<file path="config.mk">
export PLATFORM = sky130hd
export DESIGN_NAME = slpol_top
export DESIGN_NICKNAME = d
export VERILOG_FILES = /design/src/include/slpol_pkg.sv /design/src/rtl/slpol_pin_sync.sv /design/src/rtl/slpol_top.sv
export SDC_FILE = /design/constraint.sdc
export NUM_CORES = 1
export LEC_CHECK = 0
export ABC_CLOCK_PERIOD_IN_PS = 1000
export BUFFER_PORTS_ARGS = -buffer_cell sky130_fd_sc_hd__buf_2
export CELL_PAD_IN_SITES_DETAIL_PLACEMENT = 0
export CELL_PAD_IN_SITES_GLOBAL_PLACEMENT = 1
export CORE_MARGIN = 5
export CORE_UTILIZATION = 42
export DETAILED_ROUTE_END_ITERATION = 7
export HOLD_SLACK_MARGIN = 0.15
export PLACE_DENSITY = 0.79
export REMOVE_ABC_BUFFERS = 1
export SLEW_MARGIN = 20
export SYNTH_ARGS = -nofsm -noshare
export SYNTH_HDL_FRONTEND = slang
export SYNTH_SLANG_ARGS = --single-unit
</file>
<file path="constraint.sdc">
create_clock -name sys_clk -period 1 [get_ports sys_clk]
set_input_delay 0.1 -clock sys_clk [delete_from_list [all_inputs] [get_ports sys_clk]]
set_output_delay 0.1 -clock sys_clk [all_outputs]
set_load 0.02 [all_outputs]
</file>
<file path="src/include/slpol_pkg.sv">
// Package for the serial load power output latch
package slpol_pkg;

  localparam int unsigned SLPOL_WIDTH = 8;
  localparam logic [7:0]  SLPOL_SHIFT_RST = 8'h00;
  localparam logic [7:0]  SLPOL_LATCH_RST = 8'h00;
  localparam logic [7:0]  SLPOL_CLEAR_VAL = 8'h00;
  localparam logic [7:0]  SLPOL_OFF_VAL   = 8'h00;
  localparam logic [1:0]  SLPOL_SYNC_RST  = 2'h0;
  localparam logic [1:0]  SLPOL_SYNC_RST1 = 2'h3;

  // Synchronised pin levels plus previous clock levels for edge detection
  typedef struct packed {
    logic [1:0] shift_clk_sync;
    logic [1:0] xfer_clk_sync;
    logic [1:0] data_sync;
    logic [1:0] clear_n_sync;
    logic [1:0] gate_n_sync;
    logic       shift_clk_prev;
    logic       xfer_clk_prev;
  } slpol_pins_s;

  typedef struct packed {
    logic [7:0] shift_r;
    logic [7:0] latch_r;
    logic [7:0] sink_on_r;
    logic       cascade_r;
  } slpol_core_s;

endpackage

</file>
<file path="src/rtl/slpol_pin_sync.sv">
// Two-stage synchronisers and edge detect for the serial pins
`timescale 1ns/1ps
`default_nettype none
module slpol_pin_sync
  import slpol_pkg::*;
(
  // Clock and reset
  input  wire logic sys_clk,
  input  wire logic rst_n,
  // Raw pins
  input  wire logic shift_stage_clock,
  input  wire logic latch_transfer_clock,
  input  wire logic serial_bit_in,
  input  wire logic shift_stage_clear_n,
  input  wire logic output_gate_n,
  // Synchronised levels and edges
  output logic      shift_rise,
  output logic      xfer_rise,
  output logic      data_s,
  output logic      clear_n_s,
  output logic      gate_n_s
);

  slpol_pins_s st_r;
  slpol_pins_s st_nxt;

  always_comb
  begin
    st_nxt                = st_r;
    st_nxt.shift_clk_sync = {st_r.shift_clk_sync[0], shift_stage_clock};
    st_nxt.xfer_clk_sync  = {st_r.xfer_clk_sync[0], latch_transfer_clock};
    st_nxt.data_sync      = {st_r.data_sync[0], serial_bit_in};
    st_nxt.clear_n_sync   = {st_r.clear_n_sync[0], shift_stage_clear_n};
    st_nxt.gate_n_sync    = {st_r.gate_n_sync[0], output_gate_n};
    st_nxt.shift_clk_prev = st_r.shift_clk_sync[1];
    st_nxt.xfer_clk_prev  = st_r.xfer_clk_sync[1];
  end

  // Gate resets high so the sinks start off
  always_ff @(posedge sys_clk or negedge rst_n)
  begin
    if (!rst_n)
    begin
      st_r                <= '0;
      st_r.gate_n_sync    <= SLPOL_SYNC_RST1;
      st_r.clear_n_sync   <= SLPOL_SYNC_RST;
    end
    else
    begin
      st_r <= st_nxt;
    end
  end

  // Only the second stage is read, never the first
  assign shift_rise = st_r.shift_clk_sync[1] & ~st_r.shift_clk_prev;
  assign xfer_rise  = st_r.xfer_clk_sync[1] & ~st_r.xfer_clk_prev;
  assign data_s     = st_r.data_sync[1];
  assign clear_n_s  = st_r.clear_n_sync[1];
  assign gate_n_s   = st_r.gate_n_sync[1];

endmodule
`default_nettype wire

</file>
<file path="src/rtl/slpol_top.sv">
// Serial load power output latch, device side
`timescale 1ns/1ps
`default_nettype none
module slpol_top
  import slpol_pkg::*;
(
  // Clock and reset
  input  wire logic       sys_clk,
  input  wire logic       rst_n,
  // Serial and control pins
  input  wire logic       shift_stage_clock,
  input  wire logic       latch_transfer_clock,
  input  wire logic       serial_bit_in,
  input  wire logic       shift_stage_clear_n,
  input  wire logic       output_gate_n,
  // Outputs
  output logic      [7:0] sink_on,
  output logic            cascade_serial_out
);

  ////////////////////////////////////////////////////////////////////////////
  // Pin synchronisers
  // Every pin is sampled twice before any logic reads it
  ////////////////////////////////////////////////////////////////////////////
  logic shift_rise;
  logic xfer_rise;
  logic data_s;
  logic clear_n_s;
  logic gate_n_s;

  slpol_pin_sync u_sync (
    .sys_clk              (sys_clk),
    .rst_n                (rst_n),
    .shift_stage_clock    (shift_stage_clock),
    .latch_transfer_clock (latch_transfer_clock),
    .serial_bit_in        (serial_bit_in),
    .shift_stage_clear_n  (shift_stage_clear_n),
    .output_gate_n        (output_gate_n),
    .shift_rise           (shift_rise),
    .xfer_rise            (xfer_rise),
    .data_s               (data_s),
    .clear_n_s            (clear_n_s),
    .gate_n_s             (gate_n_s)
  );

  ////////////////////////////////////////////////////////////////////////////
  // State and per-bit next values
  ////////////////////////////////////////////////////////////////////////////
  slpol_core_s st_r;
  slpol_core_s st_nxt;

  // Next value of each slice, gathered into the state below
  logic  [7:0] stage_nxt;
  logic  [7:0] latch_nxt;
  logic  [7:0] buffer_nxt;

  // Gate control shared by all slices, plus the cascade next value
  logic        buffer_open;
  logic        cascade_nxt;

  ////////////////////////////////////////////////////////////////////////////
  // Output gating
  ////////////////////////////////////////////////////////////////////////////
  // Pins pass two flops, so sinks answer three clocks after a pin change
  // Clear low also shuts the sinks, so a half-cleared chain never drives loads
  always_comb
  begin
    if (gate_n_s)
    begin
      buffer_open = 1'b0;
    end
    else if (!clear_n_s)
    begin
      buffer_open = 1'b0;
    end
    else
    begin
      buffer_open = 1'b1;
    end
  end

  ////////////////////////////////////////////////////////////////////////////
  // Shift stage, latch and buffer, one slice per output
  ////////////////////////////////////////////////////////////////////////////
  for (genvar gi = 0; gi < SLPOL_WIDTH; gi++)
  begin : g_bit
    logic from_below;
    logic stage_bit;
    logic latch_bit;
    logic buffer_bit;

    // Only slice zero reads the pin; the others take their lower neighbour
    if (gi == 0)
    begin : g_head
      assign from_below = data_s;
    end
    else
    begin : g_body
      assign from_below = st_r.shift_r[gi-1];
    end

    // Clear wins over a coincident shift edge
    always_comb
    begin
      if (!clear_n_s)
      begin
        stage_bit = SLPOL_CLEAR_VAL[gi];
      end
      else if (shift_rise)
      begin
        stage_bit = from_below;
      end
      else
      begin
        stage_bit = st_r.shift_r[gi];
      end
    end

    // Latch takes the stage as it stood before this edge, so a shift
    // and transfer arriving together behave like two chips in a chain
    always_comb
    begin
      if (xfer_rise)
      begin
        latch_bit = st_r.shift_r[gi];
      end
      else
      begin
        latch_bit = st_r.latch_r[gi];
      end
    end

    // Buffer follows the latch with no clock of its own
    always_comb
    begin
      if (buffer_open)
      begin
        buffer_bit = latch_bit;
      end
      else
      begin
        buffer_bit = SLPOL_OFF_VAL[gi];
      end
    end

    // High buffer bit means the sink conducts
    assign stage_nxt[gi]  = stage_bit;
    assign latch_nxt[gi]  = latch_bit;
    assign buffer_nxt[gi] = buffer_bit;
  end

  ////////////////////////////////////////////////////////////////////////////
  // Cascade output
  ////////////////////////////////////////////////////////////////////////////
  // Kept beside the stage so the port comes straight from its own flop
  // Tracks the last stage, so a clear also zeroes it
  always_comb
  begin
    if (!clear_n_s)
    begin
      cascade_nxt = SLPOL_CLEAR_VAL[SLPOL_WIDTH-1];
    end
    else if (shift_rise)
    begin
      cascade_nxt = st_r.shift_r[SLPOL_WIDTH-2];
    end
    else
    begin
      cascade_nxt = st_r.cascade_r;
    end
  end

  ////////////////////////////////////////////////////////////////////////////
  // State register
  ////////////////////////////////////////////////////////////////////////////
  // Hold cases live in the slices and the cascade logic, so this only gathers the fields
  always_comb
  begin
    st_nxt           = st_r;
    st_nxt.shift_r   = stage_nxt;
    st_nxt.latch_r   = latch_nxt;
    st_nxt.sink_on_r = buffer_nxt;
    st_nxt.cascade_r = cascade_nxt;
  end

  // Reset leaves every sink off and the cascade low
  always_ff @(posedge sys_clk or negedge rst_n)
  begin
    if (!rst_n)
    begin
      st_r.shift_r   <= SLPOL_SHIFT_RST;
      st_r.latch_r   <= SLPOL_LATCH_RST;
      st_r.sink_on_r <= SLPOL_OFF_VAL;
      st_r.cascade_r <= SLPOL_SHIFT_RST[SLPOL_WIDTH-1];
    end
    else
    begin
      st_r <= st_nxt;
    end
  end

  ////////////////////////////////////////////////////////////////////////////
  // Outputs, each straight from a flop
  // Sinks and cascade change only on the system clock
  ////////////////////////////////////////////////////////////////////////////
  assign sink_on            = st_r.sink_on_r;
  assign cascade_serial_out = st_r.cascade_r;

endmodule
`default_nettype wire

</file>
# Word level (Yosys, flattened, before mapping)
# Index checks and enable logic that the tools add are counted.
[word_totals] regBits=37 input_bits=7 wordCells=50
[classes] n_eq_ne=1 muxes=34 bitwise_logic=4
[ops] cell="$mux W1" count=34
[ops] cell="$and A1 B1 Y1" count=2
[ops] cell="$ne A2 B2 Y1 const B" count=1
[ops] cell="$not A1 Y1" count=2

# Depth between registers and ports, before layout
# Gate-level depths: netlist of run 1.
[logic_depth] depth_word=4 depth_mapped=4 ltp_nobuf=3

# Hierarchy
# A second synthesis of run 1 with hierarchy kept.
[hier_totals] cells_unflattened=81 area_unflattened_um2=1331.3
[by_module_without_submodules] module="slpol_top" n_inst=1 cells_each=67 area_each_um2=1001.0
[by_module_without_submodules] module="slpol_pin_sync" n_inst=1 cells_each=14 area_each_um2=330.3

# Least setup slack after synthesis of run 1
# Ideal clock, no wire load.
[synth_path] path_kind="reg-to-reg" startpoint="register u_sync.st_r[0] (netlist name)" endpoint="register st_r (netlist bit sink_on[0])" setup_time_ns=0.132 arrival_ns=1.012 required_ns=0.868 path_slack_ns=-0.143 stages_incl_launch_ff=5 cell_sequence="dfrtp_1 -> nand2b_4 -> buf_6 -> mux2_4 -> nor2b_1"
[synth_between] elab_chain_len=4
[synth_lines] element="start: declaration" line="slpol_pin_sync.sv:24" source="slpol_pins_s st_r;"
[synth_lines] element="start signal: assignment" line="slpol_pin_sync.sv:50" source="st_r <= st_nxt;"
[synth_lines] element="$not A1 Y1" line="slpol_pin_sync.sv:56" source="assign xfer_rise = st_r.xfer_clk_sync[1] & ~st_r.xfer_clk_prev;"
[synth_lines] element="$and A1 B1 Y1" line="slpol_pin_sync.sv:56"
[synth_lines] element="$mux W1" line="slpol_top.sv:123" source="if (xfer_rise)"
[synth_lines] element="via g_bit[0].latch_bit" line="slpol_top.sv:89" source="logic latch_bit;"
[synth_lines] element="$mux W1" line="slpol_top.sv:136" source="if (buffer_open)"
[synth_lines] element="via g_bit[0].buffer_bit" line="slpol_top.sv:90" source="logic buffer_bit;"
[synth_lines] element="end signal: assignment" line="slpol_top.sv:198" source="st_r <= st_nxt;"
[synth_lines] element="end: declaration" line="slpol_top.sv:49" source="slpol_core_s st_r;"
# The timed path passes the listed nets, and every way through them passes these cells.
# A chain may end at the register's enable or synchronous reset.

# Worst setup path after layout of run 1
[layout_path] startpoint="register u_sync.st_r (netlist bit u_sync.st_nxt[0])" endpoint="register st_r[14] (netlist name)"
[layout_between] elab_chain_len=2
[layout_lines] element="$and A1 B1 Y1" line="slpol_pin_sync.sv:56"
[layout_lines] element="$mux W1" line="slpol_top.sv:123"
[layout_lines] element="via g_bit[5].latch_bit" line="slpol_top.sv:89"
# The timed path passes the listed nets, and every way through them passes these cells.

==> reports/summary.log, run 1 <==
[synth] async set-or-reset flop fraction in the synthesized netlist 1.00
[drt] number of remaining DRC errors 0
[pwr] relative contribution of combinational cells to total power 0.064
[cts] H-tree levels 2
[drt] routed vias 622
[synth] list of most frequent post-synthesis cells dfrtp_1 (34), nor2b_1 (16), buf_4 (8), mux2_4 (8), mux2i_1 (8)
[synth] cell types with the largest area share after synthesis dfrtp_1 (65%), mux2_4 (9.1%), nor2b_1 (7.6%), mux2i_1 (6.1%), buf_4 (4.6%)
[cts] clk_lat worst skew 330 ps
[synth] syn avg cell area 16.2 sq um
[pwr] switching power share of the total 0.211
[synth] YS warnings 0
[floorplanning] chip width 65.9 um
[drt] WL per Instance 11.8 um
[setup_path] Arr. time, crit path 1380 ps
[global_routing] total track usage 0.0990
[cts] buffers from clock root to sink, at most 2
[cts] clock edge transition at the registers on the reported setup and hold paths 100 ps
[drt] DR vias/cell 4.17
[cts] root buffer selected by CTS clkbuf_4
[cts] number of buffers created by CTS 5
[finish] Register Area 903 sq um
[pwr] LEAKAGE 0.776 nW
[outcome] result of the run finished, violations left
[timing] worst hold slack across all endpoints 225 ps
[setup_path] type of the setup path with the least slack reg2reg
[timing] final number of max-transition violations 0
[synth] proportion of netlist area held by the largest area contributor 0.648
[place] count of input and output buffers 15
[synth] number of standard cells after synthesis 81
[timing] Final Hold Violating Endpoints 0
[timing] setup repair after global routing missed its margin yes
[global_routing] largest net degree at the start of global routing 20
[place] Placer Congestion 0.656
[setup_path] Worst Path Max Fanout 8
[floorplanning] effective utilization at floorplan 0.434
[synth] dominant register cell in the synthesized netlist dfrtp_1
[timing] total negative slack -1460 ps
[floorplanning] total core area 3030 sq um
[drt] post-detailed-routing wire length 1760 um
[synth] most numerous cell in the Yosys netlist dfrtp_1
[pwr] internal power 1.92 mW
[pwr] net switching power 0.513 mW
[synth] post-synthesis cell type count 11
[synth] flops & latches, synth 36
[finish] nets 111
[global_routing] global routing met2 resource utilization 0.136
[finish] share of final-layout standard cells stronger than drive strength 1 0.429
[timing] Period Utilization, post-route 1.14
[setup_path] Critical Path Start Type flip-flop
[floorplanning] Chip Height 65.9 um
[pwr] post-route total power 2.43 mW
[timing] highest clock frequency the design can meet 0.874 GHz
[synth] library cell occupying the most area in the post-synthesis netlist dfrtp_1
[finish] Area growth syn-to-layout 24.1%
[pwr] proportion of power drawn by the clock network 0.317
[setup_path] R2R cell count 3
[cts] number of clock sinks seen by CTS 36
[pwr] sequential fraction of design power 0.619
[drt] DRC marker count from the first detailed-route iteration 8
[outcome] failing checks negative setup slack
[drt] post-route ant nets 0
[global_routing] via count of the first global-routing pass 671
[finish] number of antenna diodes 0
[global_routing] met3 global-route usage 0.0408
[setup_path] data required time at the worst endpoint 1230 ps
[flow_run] MaxCap Viol Count 0
[finish] area used by multi-input combinational logic 387 sq um
[global_routing] met1 demand-to-capacity share in global routing 0.128
[pwr] power per unit of standard cell area 1490 nW/um^2
[timing] final worst slack -144 ps
[setup_path] crit path capture type flip-flop
[global_routing] remaining global-route overflow 0
[timing] min Tclk post-route 1140 ps
[synth] number of flops mapped to enable cells by yosys 0
[place] Post-Place Setup Slack -139 ps
[timing] worst clock skew 4.26 ps
[cts] clock tree from TritonCTS built
[finish] final cell utilization of the core 0.538
[worst_hold_path] Min-Delay Path Class in2async
[synth] summed instance area of the synthesized netlist 1310 sq um
[global_routing] Top Usage Layer GRT met2
[drt] Pre-Repair DR Iteration Count 2
[finish] number of inserted filler cells in the final layout 257
[global_routing] initial antenna violation count 0
[timing] Worst slew margin 0.727
[pwr] Peak supply drop 0.978 mV
[place] sum of net half-perimeters after detailed placement 1130 um
[timing] transition time at the pin with the least slew margin 409 ps
[timing] Final setup violation count 24
[synth] fraction of the yosys area taken by sequential cells 0.688
[floorplanning] DIE AREA 4350 sq um
[global_routing] wire length of the first global-routing pass 3110 um
[floorplanning] # rows 20
[floorplanning] I/O pin total 16
## cell usage in the layout, fill, tap and decap left out, drive strengths merged
cell and instances:
nor2b 17, mux2 8, clkbuf 8, dlygate4sd3 6, buf 20, dfstp 2
mux2i 8, dfrtp 34, nand2b 2
## cell families (layout without fill, tap and decap cells)
logic type | after synthesis | after routing | synth area share
buffers and inverters | 10 | 34 | 0.0581
DFF | 36 | 36 | 0.688
muxes | 16 | 16 | 0.152
and+or+nand+nor | 19 | 19 | 0.102
## through the flow
step	cells	instance area, sq um
after CTS	148	1550
after floorplan	71	1240
after global placement	134	1420
after detailed placement	134	1420
after global routing	149	1630
final	149	1630
## power groups by stage
| stage | Combinational [mW] | Clock (mW) | Sequential (mW) |
|---|---|---|---|
| finish | 0.157 | 0.771 | 1.51 |
| global route | 0.175 | 0.886 | 1.51 |
| CTS | 0.144 | 0.810 | 1.50 |
| detailed placement | 0.127 | 0 | 1.53 |
| global placement | 0.125 | 0 | 1.53 |
| floorplan | 0.0512 | 0 | 1.53 |
## routing by layer
layer | wire length, um | up-vias
met2 | 819 | 17
li1 | - | 302
met5 | 0 | -
met3 | 103 | 4
met1 | 798 | 299
met4 | 36 | 0
## worst paths after layout
path / startpoint / endpoint / slack, ps
worst max-delay path: u_sync.st_nxt[0] / st_r[14] / -140
worst min-delay path: rst_n / u_sync.st_nxt[1] / 220
worst max register to register: u_sync.st_nxt[0] / st_r[14] / -140
worst min register to register: u_sync.st_nxt[7] / u_sync.data_s / 360
max in group asynchronous: rst_n / u_sync.st_r[1] / 350
min in group sys_clk: u_sync.st_nxt[7] / u_sync.data_s / 360
## repair_timing
action,in CTS,in global routing
gates cloned,0,0
gates resized for setup,2,18
hold buffers,6,0
pin swaps,0,0
buffers inserted,0,1
endpoints found under the setup margin,25,28
endpoints found under the hold margin,41,0
## worst max-delay path, cell delays in order (launching register included)
cell and delay (ps):
dfrtp_1 420, nand2b_4 170, mux2_4 330, buf_4 130
## registers in the layout (all words and copies together), names as in the netlist
signal / cells
cascade_serial_out: 1
g_bit.from_below: 7
sink_on: 8
st_r: 8
u_sync.clear_n_s: 1
u_sync.data_s: 1
u_sync.gate_n_s: 1
u_sync.st_nxt: 7
u_sync.st_r: 2
## layout make-up
type / count / area share
flip-flops and latches: 36 / 0.554
multi-input cells: 35 / 0.237
repair buffers: 26 / 0.139
clock buffers: 8 / 0.0361
well taps: 44 / 0.0338
No activity file was read; power rests on OpenSTA's default activity.
==> inputs of run 2 (changes only) <==
Settings changed: REMOVE_ABC_BUFFERS 1 to default.
==> reports/summary.log, run 2 (synthesis gave the netlist of run 1 again) <==
[cts] buffers from clock root to sink, at most 2
[timing] transition time at the pin with the least slew margin 233 ps
[finish] Area growth syn-to-layout 21.8%
[global_routing] largest net degree at the start of global routing 28
[drt] Pre-Repair DR Iteration Count 2
[flow_run] MaxCap Viol Count 0
[global_routing] wire length of the first global-routing pass 3040 um
[cts] root buffer selected by CTS clkbuf_4
[place] cell count after placement 134
[setup_path] Cell Chain, Critical Path nand2b_4, mux2_4, nor2b_4
[place] count of input and output buffers 15
[timing] min Tclk post-route 1140 ps
[cts] clock edge transition at the registers on the reported setup and hold paths 100 ps
[pwr] LEAKAGE 0.778 nW
[pwr] power per unit of standard cell area 1630 nW/um^2
[timing] Period Utilization, post-route 1.14
[pwr] post-route total power 2.62 mW
[finish] number of antenna diodes 0
[cts] clk_lat worst skew 330 ps
[drt] post-route ant nets 0
[setup_path] Arr. time, crit path 1360 ps
[outcome] failing checks negative setup slack
[synth] total nets after synthesis 88
[global_routing] remaining global-route overflow 0
[timing] highest clock frequency the design can meet 0.878 GHz
[finish] nets 111
[pwr] Peak supply drop 0.816 mV
[worst_hold_path] Min-Delay Path Class in2async
[place] Placer Congestion 0.693
[global_routing] initial antenna violation count 0
[setup_path] crit path capture type flip-flop
[finish] number of inserted filler cells in the final layout 260
[floorplanning] effective utilization at floorplan 0.434
[floorplanning] # rows 20
[finish] share of final-layout standard cells stronger than drive strength 1 0.390
[finish] Post-Layout Inst Area 1600 sq um
[global_routing] total track usage 0.0966
[place] Post-Place Setup Slack -129 ps
[setup_path] Critical Path Start Type flip-flop
[timing] worst clock skew 13.9 ps
[floorplanning] DIE AREA 4350 sq um
[floorplanning] total core area 3030 sq um
[cts] H-tree levels 2
[cts] clock tree from TritonCTS built
[timing] Final Hold Violating Endpoints 0
[drt] DRC marker count from the first detailed-route iteration 20
[global_routing] via count of the first global-routing pass 685
[drt] routed vias 626
[cts] number of buffers created by CTS 5
[place] cell area reported after detailed placement 1420 sq um
[setup_path] data required time at the worst endpoint 1220 ps
[finish] most frequent standard cell in the layout excluding fill and tap cells dfrtp_1
[setup_path] peak per-stage delay on the critical path 420 ps
[timing] Worst slew margin 0.845
[timing] final number of max-transition violations 0
[setup_path] gate family responsible for the most delay along the worst path flip-flops
[setup_path] combined buffer and inverter count along the critical path 0
[drt] DR vias/cell 4.20
[setup_path] Worst Path Max Fanout 8
[drt] WL per Instance 11.0 um
[timing] Final setup violation count 23
[floorplanning] I/O pin total 16
[floorplanning] chip width 65.9 um
[drt] post-detailed-routing wire length 1630 um
[floorplanning] Chip Height 65.9 um
[timing] final worst slack -139 ps
[timing] setup repair after global routing missed its margin yes
[setup_path] type of the setup path with the least slack reg2reg
[finish] final std cells w/o fill 149
[drt] number of remaining DRC errors 0
[setup_path] cell type of the slowest stage on the worst timing path dfrtp_1
[timing] total negative slack -1320 ps
[outcome] result of the run finished, violations left
[finish] most frequent cells in the layout dfrtp_1 (34), nor2b_1 (14), buf_2 (12)
[cts] number of clock sinks seen by CTS 36
-- run 2: changes by cell type in the layout (fill, tap and decap cells not counted), sizes merged --
cell / delta
bufinv: +1
clkinv: +1
clkbuf: -2
-- run 2: worst register-to-register path: cells and delay by family (launching register included) --
| family | cells | cell delay (ps) |
|---|---|---|
| DFF | 1 | 420 |
| muxes | 1 | 330 |
| and+or+nand+nor | 2 | 290 |
-- run 2: cell type report --
cell class	instances	area (sq um)	area share
Sequential cell	36	903	0.565
Multi-Input combinational cell	35	349	0.218
Clock buffer	6	41.3	0.0258
Clock inverter	2	35.0	0.0219
Tap cell	44	55.1	0.0344
Timing Repair Buffer	26	216	0.135
-- run 2: what timing repair did --
action | in CTS | in global routing
setup buffers | 1 | 0
hold buffers | 6 | 0
endpoints found under the hold margin | 41 | 0
gates resized for setup | 3 | 5
setup endpoints to repair | 25 | 27
-- run 2: per-stage QoR --
| stage | hold slack (ps) | utilization |
|---|---|---|
| 2_1_floorplan | -196 | - |
| 3_3_place_gp | -28.2 | 0.470 |
| 3_5_place_dp | -24.3 | 0.470 |
| 4_1_cts | 136 | 0.522 |
| 5_1_grt | 169 | 0.529 |
| 6_report | 146 | 0.529 |
-- run 2: worst paths after layout --
| path | start | endpoint | slack [ps] | cells after the start |
|---|---|---|---|---|
| setup / recovery | u_sync.st_nxt[0] | sink_on[7] | -140 | 3 |
| hold reg to reg | u_sync.st_nxt[9] | u_sync.st_nxt[0] | 360 | 0 |
| min in group sys_clk | u_sync.st_nxt[9] | u_sync.st_nxt[0] | 360 | 0 |
| max in group asynchronous | rst_n | sink_on[7] | 450 | 3 |
| setup reg to reg | u_sync.st_nxt[0] | sink_on[7] | -140 | 3 |
| hold / removal | rst_n | u_sync.st_r[1] | 150 | 2 |
-- run 2: metal layers --
layer	part of all wire	up-vias	global-route usage
met5	0	-	0
met4	0.033	0	0.0761
met3	0.045	5	0.0357
met2	0.45	17	0.140
met1	0.47	305	0.114
li1	-	299	-
-- run 2: report_power, final --
group          switching (mW)  internal [mW]  total, mW
clock                   0.444          0.524      0.968
combinational          0.0670         0.0770      0.144
sequential             0.0124           1.49       1.50
total                   0.523           2.09       2.62
==> inputs of run 3 (changes only) <==
Settings changed: MAX_ROUTING_LAYER from default to met4.
==> reports/summary.log, run 3 (synthesis gave the netlist of run 1 again) <==
[timing] final worst slack -139 ps
[setup_path] gate family responsible for the most delay along the worst path flip-flops
[setup_path] peak per-stage delay on the critical path 420 ps
[setup_path] combined buffer and inverter count along the critical path 0
[global_routing] remaining global-route overflow 0
[setup_path] R2R cell count 3
[finish] Register Area 903 sq um
[outcome] result of the run finished, violations left
[synth] total nets after synthesis 88
[finish] most frequent cells in the layout dfrtp_1 (34), nor2b_1 (14), buf_2 (12)
[finish] area used by multi-input combinational logic 349 sq um
[timing] Final Hold Violating Endpoints 0
[drt] routed vias 626
[setup_path] type of the setup path with the least slack reg2reg
[floorplanning] chip width 65.9 um
[setup_path] Arr. time, crit path 1360 ps
[pwr] Peak supply drop 0.816 mV
[timing] setup repair after global routing missed its margin yes
[worst_hold_path] Min-Delay Path Class in2async
[timing] transition time at the pin with the least slew margin 233 ps
[cts] clock tree from TritonCTS built
[cts] H-tree levels 2
[timing] highest clock frequency the design can meet 0.878 GHz
[cts] buffers from clock root to sink, at most 2
[cts] number of buffers created by CTS 5
[place] count of input and output buffers 15
[cts] number of clock sinks seen by CTS 36
[cts] root buffer selected by CTS clkbuf_4
[pwr] power per unit of standard cell area 1630 nW/um^2
[timing] Period Utilization, post-route 1.14
[global_routing] initial antenna violation count 0
[finish] number of antenna diodes 0
[setup_path] Critical Path Start Type flip-flop
[place] Placer Congestion 0.700
[floorplanning] I/O pin total 16
[floorplanning] total core area 3030 sq um
[setup_path] data required time at the worst endpoint 1220 ps
[finish] number of inserted filler cells in the final layout 260
[timing] Final setup violation count 23
[global_routing] largest net degree at the start of global routing 28
[timing] worst clock skew 13.9 ps
[global_routing] total track usage 0.0992
[flow_run] MaxCap Viol Count 0
[place] cell area reported after detailed placement 1420 sq um
[pwr] post-route total power 2.62 mW
[drt] WL per Instance 11.0 um
[setup_path] Crit path depth 3
[cts] clock edge transition at the registers on the reported setup and hold paths 100 ps
[floorplanning] DIE AREA 4350 sq um
[setup_path] Worst Path Max Fanout 8
[setup_path] crit path capture type flip-flop
[global_routing] wire length of the first global-routing pass 3030 um
[finish] most frequent standard cell in the layout excluding fill and tap cells dfrtp_1
[pwr] LEAKAGE 0.778 nW
[finish] nets 111
[setup_path] cell type of the slowest stage on the worst timing path dfrtp_1
[timing] Worst slew margin 0.845
[drt] number of remaining DRC errors 0
[drt] Pre-Repair DR Iteration Count 2
[floorplanning] # rows 20
[finish] Area growth syn-to-layout 21.8%
[drt] DRC marker count from the first detailed-route iteration 20
[floorplanning] Chip Height 65.9 um
[outcome] failing checks negative setup slack
[timing] final number of max-transition violations 0
[drt] post-route ant nets 0
[floorplanning] effective utilization at floorplan 0.434
[finish] share of final-layout standard cells stronger than drive strength 1 0.390
[drt] DR vias/cell 4.20
[setup_path] Cell Chain, Critical Path nand2b_4, mux2_4, nor2b_4
[timing] min Tclk post-route 1140 ps
[finish] Post-Layout Inst Area 1600 sq um
[setup_path] Worst setup startpoint u_sync.st_nxt[0]
[setup_path] startpoint of the lowest-slack register-to-register path u_sync.st_nxt[0]
[cts] clk_lat worst skew 330 ps
[global_routing] via count of the first global-routing pass 686
[drt] post-detailed-routing wire length 1630 um
## run 3: layout make-up
| class | count | share of cell area |
|---|---|---|
| clock buffer | 6 | 0.0258 |
| timing repair buffer | 26 | 0.135 |
| tap | 44 | 0.0344 |
| multi-input combinational | 35 | 0.218 |
| sequential | 36 | 0.565 |
| clock inverter | 2 | 0.0219 |
## run 3: final timing paths
path	end	slack, ps
setup / recovery	sink_on[7]	-140
hold / removal	u_sync.st_r[1]	150
setup reg to reg	sink_on[7]	-140
hold reg to reg	u_sync.st_nxt[0]	360
max in group asynchronous	sink_on[7]	450
min in group sys_clk	u_sync.st_nxt[0]	360
## run 3: stage by stage
| step | hold WS [ps] | setup WS [ps] | util | TNS, ps | cells |
|---|---|---|---|---|---|
| after global routing | 169 | -199 | 0.529 | -2960 | 149 |
| after floorplan | -196 | -143 | - | -1280 | 81 |
| after global placement | -28.2 | -118 | 0.470 | -932 | 134 |
| after CTS | 136 | -151 | 0.522 | -1560 | 149 |
| final | 146 | -139 | 0.529 | -1320 | 149 |
| after detailed placement | -24.3 | -129 | 0.470 | -1280 | 134 |
## run 3: layer usage
layer / vias to the layer above / wire, um / GRT usage
met4: 0 / 54 / 0.0761
met3: 5 / 74 / 0.0357
li1: 299 / - / -
met5: - / 0 / -
met2: 17 / 741 / 0.140
met1: 305 / 761 / 0.114
## run 3: where the power goes
| part | switching [mW] | internal (mW) |
|---|---|---|
| clock network | 0.444 | 0.524 |
| registers | 0.0124 | 1.49 |
| logic | 0.0669 | 0.0770 |
| total | 0.523 | 2.09 |
## run 3: what timing repair did
item / 4_1_cts / 5_1_grt
endpoints found under the hold margin: 41 / 0
resized for setup: 3 / 5
cloned: 0 / 0
setup buffers: 1 / 0
endpoints found under the setup margin: 25 / 27
pin swaps: 0 / 0
hold buffers: 6 / 0
## run 3: worst register-to-register path, cell delays in order (launching register included)
cell and delay [ps]:
dfrtp_1 420, nand2b_4 170, mux2_4 330, nor2b_4 120
